File: config.mk
export PLATFORM = sky130hd
export DESIGN_NAME = pmt_timer
export DESIGN_NICKNAME = d
export VERILOG_FILES = /design/src/hdl/pmt_pkg.sv /design/src/hdl/pmt_timer.sv
export SDC_FILE = /design/constraint.sdc
export NUM_CORES = 1
export LEC_CHECK = 0
export BUFFER_PORTS_ARGS = -buffer_cell sky130_fd_sc_hd__buf_4
export CAP_MARGIN = 20
export CORE_ASPECT_RATIO = 0.7
export CORE_UTILIZATION = 50
export DETAILED_ROUTE_END_ITERATION = 10
export GPL_TIMING_DRIVEN = 0
export PLACE_DENSITY = 0.81
export RECOVER_POWER = 25
export SETUP_SLACK_MARGIN = 0.1
export SYNTH_ARGS = -nofsm -noshare
export SYNTH_HDL_FRONTEND = slang
export SYNTH_SLANG_ARGS = --single-unit
export TNS_END_PERCENT = 50
File: constraint.sdc
create_clock -name ref_clk -period 3.25 [get_ports ref_clk]
set_clock_uncertainty 0.15 [all_clocks]
set_input_delay 0.65 -clock ref_clk [delete_from_list [all_inputs] [get_ports ref_clk]]
set_output_delay 0.65 -clock ref_clk [all_outputs]
set_load 0.03 [all_outputs]
File: src/hdl/pmt_pkg.sv
/*
  constants, carrier structs and state types of the prescaled match timer.
  assumes a 32-bit classic wishbone master with byte addressing.
*/
package pmt_pkg;

  // register indices; byte address is four times the index
  localparam logic [7:0] CTRL_IDX = 8'h04;
  localparam logic [7:0] MATCH_IDX = 8'h05;
  localparam logic [7:0] COUNT_IDX = 8'h06;
  localparam logic [7:0] ISTAT_IDX = 8'h08;
  localparam logic [7:0] IMASK_IDX = 8'h09;
  localparam int ADR_W = 10;
  localparam int IDX_LO = 2;

  // timer_control field positions
  localparam int PSS_LO = 0;
  localparam int PSS_HI = 2;
  localparam int SRC_BIT = 3;
  localparam int RUN_BIT = 4;
  localparam int VALID_BIT = 5;
  localparam int FLAG_BIT = 6;
  localparam int IE_BIT = 7;

  // reset values, the blank read value and the increment steps
  localparam logic [7:0] CTRL_RESET = 8'h00;
  localparam logic [7:0] MATCH_RESET = 8'h00;
  localparam logic [7:0] COUNT_RESET = 8'h00;
  localparam logic [7:0] COUNT_BLANK = 8'h00;
  localparam logic [10:0] PRE_RESET = 11'h000;
  localparam logic [31:0] DATA_ZERO = 32'h0000_0000;
  localparam logic [10:0] PRE_ONE = 11'h001;
  localparam logic [7:0] COUNT_ONE = 8'h01;

  // prescaler divide codes 000..111: /1 /4 /16 /64 /256 /512 /1024 /2048
  function automatic logic [10:0] pmt_pre_mask(input logic [2:0] code);
    case (code)
      3'h0: pmt_pre_mask = 11'h000;
      3'h1: pmt_pre_mask = 11'h003;
      3'h2: pmt_pre_mask = 11'h00f;
      3'h3: pmt_pre_mask = 11'h03f;
      3'h4: pmt_pre_mask = 11'h0ff;
      3'h5: pmt_pre_mask = 11'h1ff;
      3'h6: pmt_pre_mask = 11'h3ff;
      default: pmt_pre_mask = 11'h7ff;
    endcase
  endfunction

  typedef enum logic [1:0] {
    BUS_IDLE = 2'b01,
    BUS_ACK = 2'b10
  } pmt_bus_type;

  typedef struct packed {
    logic cyc;
    logic stb;
    logic we;
    logic [3:0] sel;
    logic [ADR_W-1:0] adr;
    logic [31:0] dat;
  } pmt_wb_req_type;

  typedef struct packed {
    logic ack;
    logic [31:0] dat;
  } pmt_wb_rsp_type;

  typedef struct packed {
    pmt_bus_type bus;
    logic [31:0] rdData;
    logic [7:0] ctrl;
    logic [7:0] matchValue;
    logic [7:0] countValue;
    logic [10:0] pre;
    logic slowPrev;
    logic matchStatus;
    logic matchMask;
  } pmt_state_type;

endpackage

File: src/hdl/pmt_timer.sv
/*
  prescaled match timer with a wishbone classic register slave.
  assumes a 32-bit wishbone master on ref_clk, and a 32 kHz clock
  level already synchronous to ref_clk; stop mode is only observed.
  register map, byte addresses, data in bits 7:0 of each word:
    0x10 timer_control, 0x14 match_value, 0x18 count_value,
    0x20 interrupt status (read clears), 0x24 interrupt mask.
  every access is answered one cycle after it is taken, so the
  master needs no wait-state logic of its own; unmapped words read 0.
  the slow clock must stay low for at least one ref_clk cycle between
  rises, or a rise is missed; at 32 kHz against 20 MHz that is no limit.
*/
`timescale 1ns/1ps

module pmt_timer
  import pmt_pkg::*;
(
  input wire logic ref_clk, // system clock, 20 MHz
  input wire logic reset_n, // asynchronous reset, active low
  input wire pmt_wb_req_type wbReq, // wishbone request group
  output pmt_wb_rsp_type wbRsp, // wishbone answer group
  input wire logic slowClk, // 32 kHz clock level
  input wire logic stopMode, // low-power stop state
  output logic intReq // level interrupt request
);

  pmt_state_type state;
  pmt_state_type next_state;

  // decoded request
  // only the low byte lane carries register data
  logic access;
  logic doWrite;
  logic lowLane;
  logic [7:0] idx;
  logic [7:0] wrByte;

  // timer datapath terms
  logic slowEdge;
  logic srcEdge;
  logic running;
  logic onSlow;
  logic [10:0] preMask;
  logic tick;
  logic hit;
  logic frozen;

  // read views of the count and control registers
  // slow-clock reads are blanked while the count may be moving
  logic [7:0] countView;
  logic [7:0] ctrlView;

  // request decode; index taken from word address
  always_comb
  begin
    access = wbReq.cyc && wbReq.stb;
    idx = wbReq.adr[ADR_W-1:IDX_LO];
    lowLane = wbReq.sel[0];
    wrByte = wbReq.dat[7:0];
    // write lands on the edge that samples ack high
    // so it coincides exactly with the edge the master takes as done
    doWrite = access && wbReq.we && lowLane
      && (state.bus == BUS_ACK);
  end

  // source edge selection
  // the slow level is compared with its value one cycle back,
  // so a rise counts once however long the level stays high
  always_comb
  begin
    onSlow = state.ctrl[SRC_BIT];
    running = state.ctrl[RUN_BIT];
    slowEdge = slowClk && !state.slowPrev;
    // source select
    // system clock ticks every edge, slow one on its rise
    srcEdge = onSlow ? slowEdge : 1'b1;
  end

  // prescaler and match compare
  // a tick is one prescaled source edge; the compare only looks
  // at the count on a tick, so a count written to the match value
  // by software does not raise the flag until the next tick
  always_comb
  begin
    preMask = pmt_pre_mask(state.ctrl[PSS_HI:PSS_LO]);
    // stop mode
    // stopMode is deliberately not a term here:
    // the timer keeps running through low power
    // a caller that gates ref_clk in stop mode stops the timer too;
    // the clock must keep running for this guarantee to hold
    tick = running && srcEdge
      && ((state.pre & preMask) == preMask);
    hit = tick && (state.countValue == state.matchValue);
    // the lock uses the run bit in force before the write,
    // so one write cannot both halt and reprogram the timer
    // field lock
    frozen = running;
  end

  // register read views
  // reads are captured when the request is taken, one cycle
  // before ack, so the view must be settled at that edge
  always_comb
  begin
    if (onSlow && !state.ctrl[VALID_BIT])
      countView = COUNT_BLANK;
    else
      countView = state.countValue;
    ctrlView = state.ctrl;
  end

  // next state of the whole block
  // later assignments below override earlier ones; the order
  // encodes the priorities: bus, then software, then hardware set
  always_comb
  begin
    next_state = state;
    next_state.slowPrev = slowClk;

    // prescaler runs only with the timer;
    // halting it restarts the divide phase cleanly
    // the divide phase also restarts on every tick, so each code
    // gives exactly its divisor in source edges per count step
    if (!running)
      next_state.pre = PRE_RESET;
    else if (tick)
      next_state.pre = PRE_RESET;
    else if (srcEdge)
      next_state.pre = state.pre + PRE_ONE;

    // counter: increment per tick, wrap at match
    // the count also wraps at 8 bits when the match value is
    // never reached, which leaves the flag untouched
    if (hit)
    begin
      next_state.countValue = COUNT_RESET;
    end
    else if (tick)
    begin
      next_state.countValue = state.countValue + COUNT_ONE;
    end

    // count is unsettled in the cycle a slow edge lands;
    // software reading it then sees zero instead of a torn value
    // on the system clock the flag means nothing and stays high
    next_state.ctrl[VALID_BIT] = !(onSlow && slowEdge);

    // bus sequencing: one wait state, then ack
    // the answer is always one cycle late, which keeps ack a
    // registered decision and leaves the read mux off the bus path
    case (state.bus)
      BUS_IDLE:
      begin
        if (access)
        begin
          next_state.bus = BUS_ACK;
          next_state.rdData = DATA_ZERO;
          case (idx)
            CTRL_IDX: next_state.rdData[7:0] = ctrlView;
            MATCH_IDX: next_state.rdData[7:0] = state.matchValue;
            COUNT_IDX: next_state.rdData[7:0] = countView;
            ISTAT_IDX: next_state.rdData[0] = state.matchStatus;
            IMASK_IDX: next_state.rdData[0] = state.matchMask;
            default: next_state.rdData = DATA_ZERO;
          endcase
        end
      end
      BUS_ACK:
      begin
        next_state.bus = BUS_IDLE;
      end
      default:
      begin
        next_state.bus = BUS_IDLE;
      end
    endcase

    // software writes
    // run and enable are always writable so software can halt
    // a running timer; the locked fields need a separate write
    if (doWrite)
    begin
      case (idx)
        CTRL_IDX:
        begin
          next_state.ctrl[RUN_BIT] = wrByte[RUN_BIT];
          next_state.ctrl[IE_BIT] = wrByte[IE_BIT];
          if (!frozen)
          begin
            next_state.ctrl[PSS_HI:PSS_LO] = wrByte[PSS_HI:PSS_LO];
            next_state.ctrl[SRC_BIT] = wrByte[SRC_BIT];
          end
          // the valid bit is read-only; hardware owns it
          // software clear
          // writing one leaves the flag as it is
          if (!wrByte[FLAG_BIT])
            next_state.ctrl[FLAG_BIT] = 1'b0;
        end
        MATCH_IDX:
        begin
          // the lock follows the source bit in force before the write
          // match value
          if (!onSlow)
            next_state.matchValue = wrByte;
        end
        COUNT_IDX:
        begin
          if (!onSlow)
            next_state.countValue = wrByte;
        end
        IMASK_IDX:
        begin
          // mask only gates the status path of the interrupt
          next_state.matchMask = wrByte[0];
        end
        default:
        begin
          next_state.matchMask = state.matchMask;
        end
      endcase
    end

    // read of the status register clears it at ack
    // only an event that the read has reported is cleared:
    // one that lands between capture and ack stays pending
    // and would otherwise be lost without an interrupt
    if (access && !wbReq.we && (state.bus == BUS_ACK)
      && (idx == ISTAT_IDX) && state.rdData[0])
      next_state.matchStatus = 1'b0;

    // set beats clear
    // hardware set comes last so a same-cycle clear loses
    if (hit)
    begin
      next_state.ctrl[FLAG_BIT] = 1'b1;
      next_state.matchStatus = 1'b1;
    end
  end

  // reset clears control
  // all state registered in one place
  // the reset branch only loads constants, so a reset in the
  // middle of a bus cycle leaves no half-written register
  always_ff @(posedge ref_clk or negedge reset_n)
  begin
    if (!reset_n)
    begin
      state.bus <= BUS_IDLE;
      state.rdData <= DATA_ZERO;
      state.ctrl <= CTRL_RESET;
      state.matchValue <= MATCH_RESET;
      state.countValue <= COUNT_RESET;
      state.pre <= PRE_RESET;
      state.slowPrev <= 1'b0;
      state.matchStatus <= 1'b0;
      state.matchMask <= 1'b0;
    end
    else
    begin
      state <= next_state;
    end
  end

  // answer and interrupt outputs
  // ack needs the live strobe so it falls the moment the
  // master withdraws; the read data itself comes from a flop
  always_comb
  begin
    wbRsp.ack = (state.bus == BUS_ACK) && access;
    wbRsp.dat = state.rdData;
    intReq = (state.ctrl[FLAG_BIT] && state.ctrl[IE_BIT])
      || (state.matchStatus && state.matchMask);
  end

endmodule

-- Yosys cells after proc, flatten, opt, wreduce, memory -nomap -nowiden
Cells that the tools add are included.
- flip-flop bits (word level): 48
- bits of input ports: 53
- output and inout bits: 34
- $add $sub $neg: 2
- eq/ne operators: 18
- multiplexer cells: 21
- bitwise operators: 3
- reductions and logical operators: 32
- operators with widths (kind ; number):
    11-bit case mux with 7 select lines ; 1
    8-bit two-way mux ; 6
    34-bit two-way mux ; 1
    11-bit two-way mux ; 3
    8-bit by 3-bit equality test with 1-bit output (second input constant) ; 3
    7-bit case mux with 3 select lines ; 1
    1-bit logical AND ; 17
    8-bit by 4-bit equality test with 1-bit output (second input constant) ; 2
    11-bit by 1-bit adder with 11-bit output (second input constant) ; 1
    11-bit bitwise AND ; 1
    11-bit equality test ; 1
    3-bit equality test (second input constant) ; 3
    3-bit AND reduction ; 3
    8-bit by 1-bit adder with 8-bit output (second input constant) ; 1
    8-bit equality test ; 1
    1-bit two-way mux ; 7
    3-bit by 2-bit equality test with 1-bit output (second input constant) ; 2
    2-bit AND reduction ; 3
    2-bit nonzero test ; 3
    1-bit case mux with 5 select lines ; 1
    1-bit zero test ; 4
    3-bit by 1-bit equality test with 1-bit output (second input constant) ; 1
    3-bit zero test ; 1
    3-bit by 1-bit inequality test with 1-bit output (second input constant) ; 1
    other kinds (7) ; 8

-- Logic depth before layout (Yosys ltp)
- word-level depth: 10
- depth in mapped cells: 7
- gate-level depth less buffers: 6

-- Worst setup path after synthesis
No wires, ideal clock.
- path kind: input to register
- start: in wbReq[39] (netlist name)
- end: reg state, in the netlist ctrlView[0]
- arrival time: 2.137 ns
- required time: 2.975 ns
- slack: 0.838 ns
- stages: 5
- cells stage by stage: nor4_4 -> nand2_1 -> or4_4 -> nor2_4 -> mux2_2
- cells in the longest elaborated chain, start to end: 2
- ends and longest elaborated chain (item ; line ; source):
    start, declared ; pmt_timer.sv:20 ; input wire pmt_wb_req_type wbReq,
    8-bit by 3-bit equality test with 1-bit output ; pmt_timer.sv:183 ; case (idx)
    3-bit AND reduction (no line) ; - ;
    end signal, assigned ; pmt_timer.sv:260 ; state <= next_state;
    end, declared ; pmt_timer.sv:27 ; pmt_state_type state;
No other way between the ends.
A chain may end at the register's enable or synchronous reset.

==> results.yml <==
floorplanning:
  initial_utilization_pct: 51.9
  core_area_um2: 5730
  fp-row-count: 23
  die_area_um2: 6260
  dieHeight_um: 66.5
  dieWidth_um: 94.1
  ios: 87
worst_setup_path:
  r2r_cells: 6
  critPathBufInv: 1
  endpoint_kind: "register"
  worstPathCellList: "buf_2 -> xor2_1 -> nor4_2 -> and2_0 -> o41ai_1 -> o22a_1"
  cp.required_ns: 3.30
  r2r_slack_ns: 0.75
  critPathLaunchType: "register"
  worstSetupPathType: "register to register"
  cp_max_fo: 9
  cpLargestDelayFamily: "simple AND/OR/NAND/NOR gates"
  rr_endpoint: "state[17]$_DFF_PN0_"
  arrival_ns: 2.55
  rr_startpoint: "state[17]$_DFF_PN0_"
  critPathSlowestCell: "nor4_2"
  cpPeakStageDelay_ns: 0.78
yosys:
  seq_area_frac_synth_pct: 40.5
  yosysMostFrequentCell: "dfrtp_1"
  synth.distinct_cells: 59
  synth_top_area_share_pct: 39.6
  synth_edf_count: 0
  netlist_instances: 306
  async_flop_share_pct: 100
  synth_area_leaders: "dfrtp_1 (40%), buf_4 (8.1%), mux2_2 (8.0%), nand2_1 (3.7%), o21ai_0 (3.2%)"
  ys_warn_count: 0
  synth_ff_type: "dfrtp_1"
  yosysTopAreaCell: "dfrtp_1"
  synthesis.area_um2: 2970
  syn_avg_cell_area_um2: 9.71
  synth_common_cells: "dfrtp_1 (47), buf_4 (32), nand2_1 (29), mux2_2 (21), o21ai_0 (19)"
  ys_ff_latch: 48
drt:
  wl_per_cell_um: 16.3
  vias_per_cell: 5.85
  ant_nets: 0
  vias: 2584
  drt_iter0_drc: 202
  finalWirelength_mm: 7.22
  drc: 0
  drt_first_pass_iters: 5
clocking:
  ctsHtreeMaxLevel: 2
  cts_hold_buf: 0
  cts_tree: "built"
  cts_buffer_depth: 2
  post_cts_resized: 0
  numCtsBuffers: 5
  root_buffer: "clkbuf_8"
  clk_pin_slew_ns: 0.09
  clkSinkCount: 48
  cts_setup_buffers: 0
  insertion_delay_ns: 0.31
global_routing:
  antenna_found_initial: 0
  grtUsageTotal_pct: 24.9
  grt_overflow: 0
  grt_start_max_net_pins: 49
  grt_pass1_vias: 2290
  grt_pass1_wl_mm: 11.6
place:
  dp_hpwl_mm: 5.42
  portBuffers: 30
  place_ws_ns: 0.522
  routabilityCongestion: 0.926
  place_inst: 434
flow_run:
  drv_cap: 0
timing:
  period_needed_ns: 2.50
  fmax_mhz: 401
  setup_ws_ns: 0.754
  slew_headroom_pct: 21.4
  finalSetupTns_ns: 0
  maxSlewViolCount: 0
  finalCritPeriodShare_pct: 76.8
  setup_violations: 0
  final_hold_viol_count: 0
  rsz0062_at_grt: "false"
  tightest_slew_ns: 1.18
final_layout:
  final_layout_size_suffix_gt1_share_pct: 28.3
  final_util_pct: 60.7
  area_growth_syn_to_layout_pct: 17.1
  seq_area_um2: 1200
  n_fill_cell: 492
  nets: 421
  multiInputGateArea_um2: 1520
  final_cells: 442
  antenna_cells: 0
worst_hold_path:
  holdPathEnd: "state[2]$_DFF_PN0_"
  whs_path_depth: 1
  hold_start: "slowClk"
  worstHoldPathType: "input port to register"
power:
  p_leak_nw: 1.64
  worst_ir_drop_vdd_uv: 222
  total_power_w: 0.00115
  p_per_area_nw_per_um2: 331
status:
  status: "finished, final reports clean"
==> cell usage in the layout (no fill, tap or decap), types with 3 or more instances in the layout <==
master and count:
and3_1 3, nor2b_1 3, dfrtp_1 47, o31ai_1 5, clkbuf_8 5, buf_4 60, nor2_1 10, o21ai_0 19
nand2b_1 7, clkbuf_1 11, nand3_1 8, o311ai_0 3, conb_1 24, nand4_1 9, mux2_2 21, or4_1 6
buf_2 4, nand4b_1 5, o31a_1 3, a22oi_1 9, inv_1 7, a31oi_1 7, nand2_1 29, a21oi_1 4
xor2_1 10
==> power breakdown <==
group | internal (W) | switching [W] | total, W | leakage, nW
combinational | 0.0000429 | 0.0000756 | 0.000118 | 0.924
clock | 0.000229 | 0.000204 | 0.000433 | 0.0552
sequential | 0.000600 | 0.00000149 | 0.000601 | 0.659
total | 0.000871 | 0.000281 | 0.00115 | 1.64
==> flip-flops by register name, summed over array words and instances (netlist names) <==
signal and cells:
wbRsp 8, state 32, ctrlView 8
==> kinds of logic (layout without fill, tap and decap cells) <==
group	after synthesis	in the layout	share of synthesized area [%]
AOI/OAI and AO/OA	73	73	17.0
xor gates and xnor gates	11	11	3.24
adders and majority gates	2	2	0.842
buffers and inverters	53	91	11.2
DFF	48	48	40.5
muxes	22	22	8.29
other	1	24	0.126
and+or+nand+nor	96	96	18.9
==> layer usage <==
layer / track usage [%] / vias up / part of all wire [%]
met4: 7.31 / 0 / 1.2
met3: 4.79 / 8 / 8.0
met5: 0 / - / 0
li1: - / 1193 / -
met1: 36.0 / 1261 / 45
met2: 37.6 / 122 / 45
==> worst max-delay path by stage <==
stage,startpoint,end,slack [ns],depth (start not counted)
after floorplan,wbReq[39],ctrlView[0]$_DFFE_PN0P_,0.84,5
final,state[17]$_DFF_PN0_,state[17]$_DFF_PN0_,0.75,6
after detailed placement,wbReq[39],ctrlView[2]$_DFFE_PN0P_,0.52,6
after CTS,state[17]$_DFF_PN0_,state[17]$_DFF_PN0_,0.85,6
after global routing,state[19]$_DFF_PN0_,state[17]$_DFF_PN0_,0.71,5
after global placement,wbReq[39],ctrlView[2]$_DFFE_PN0P_,0.57,6
==> per-stage QoR <==
| step | hold slack [ns] | instance area (um2) |
|---|---|---|
| floorplan | 0.204 | 3060 |
| global placement | 0.315 | 3380 |
| detailed placement | 0.323 | 3380 |
| CTS | 0.217 | 3480 |
| global route | 0.334 | 3480 |
| finish | 0.326 | 3480 |
==> final cells by class <==
class	count	share of cell area [%]
inverter	7	0.755
clock inverter	2	1.01
timing repair buffer	30	6.29
tap	75	2.70
clock buffer	6	2.09
sequential	48	34.6
multi-input combinational	228	43.8
buffer	46	8.78
Power figures use the tool's default switching activity.
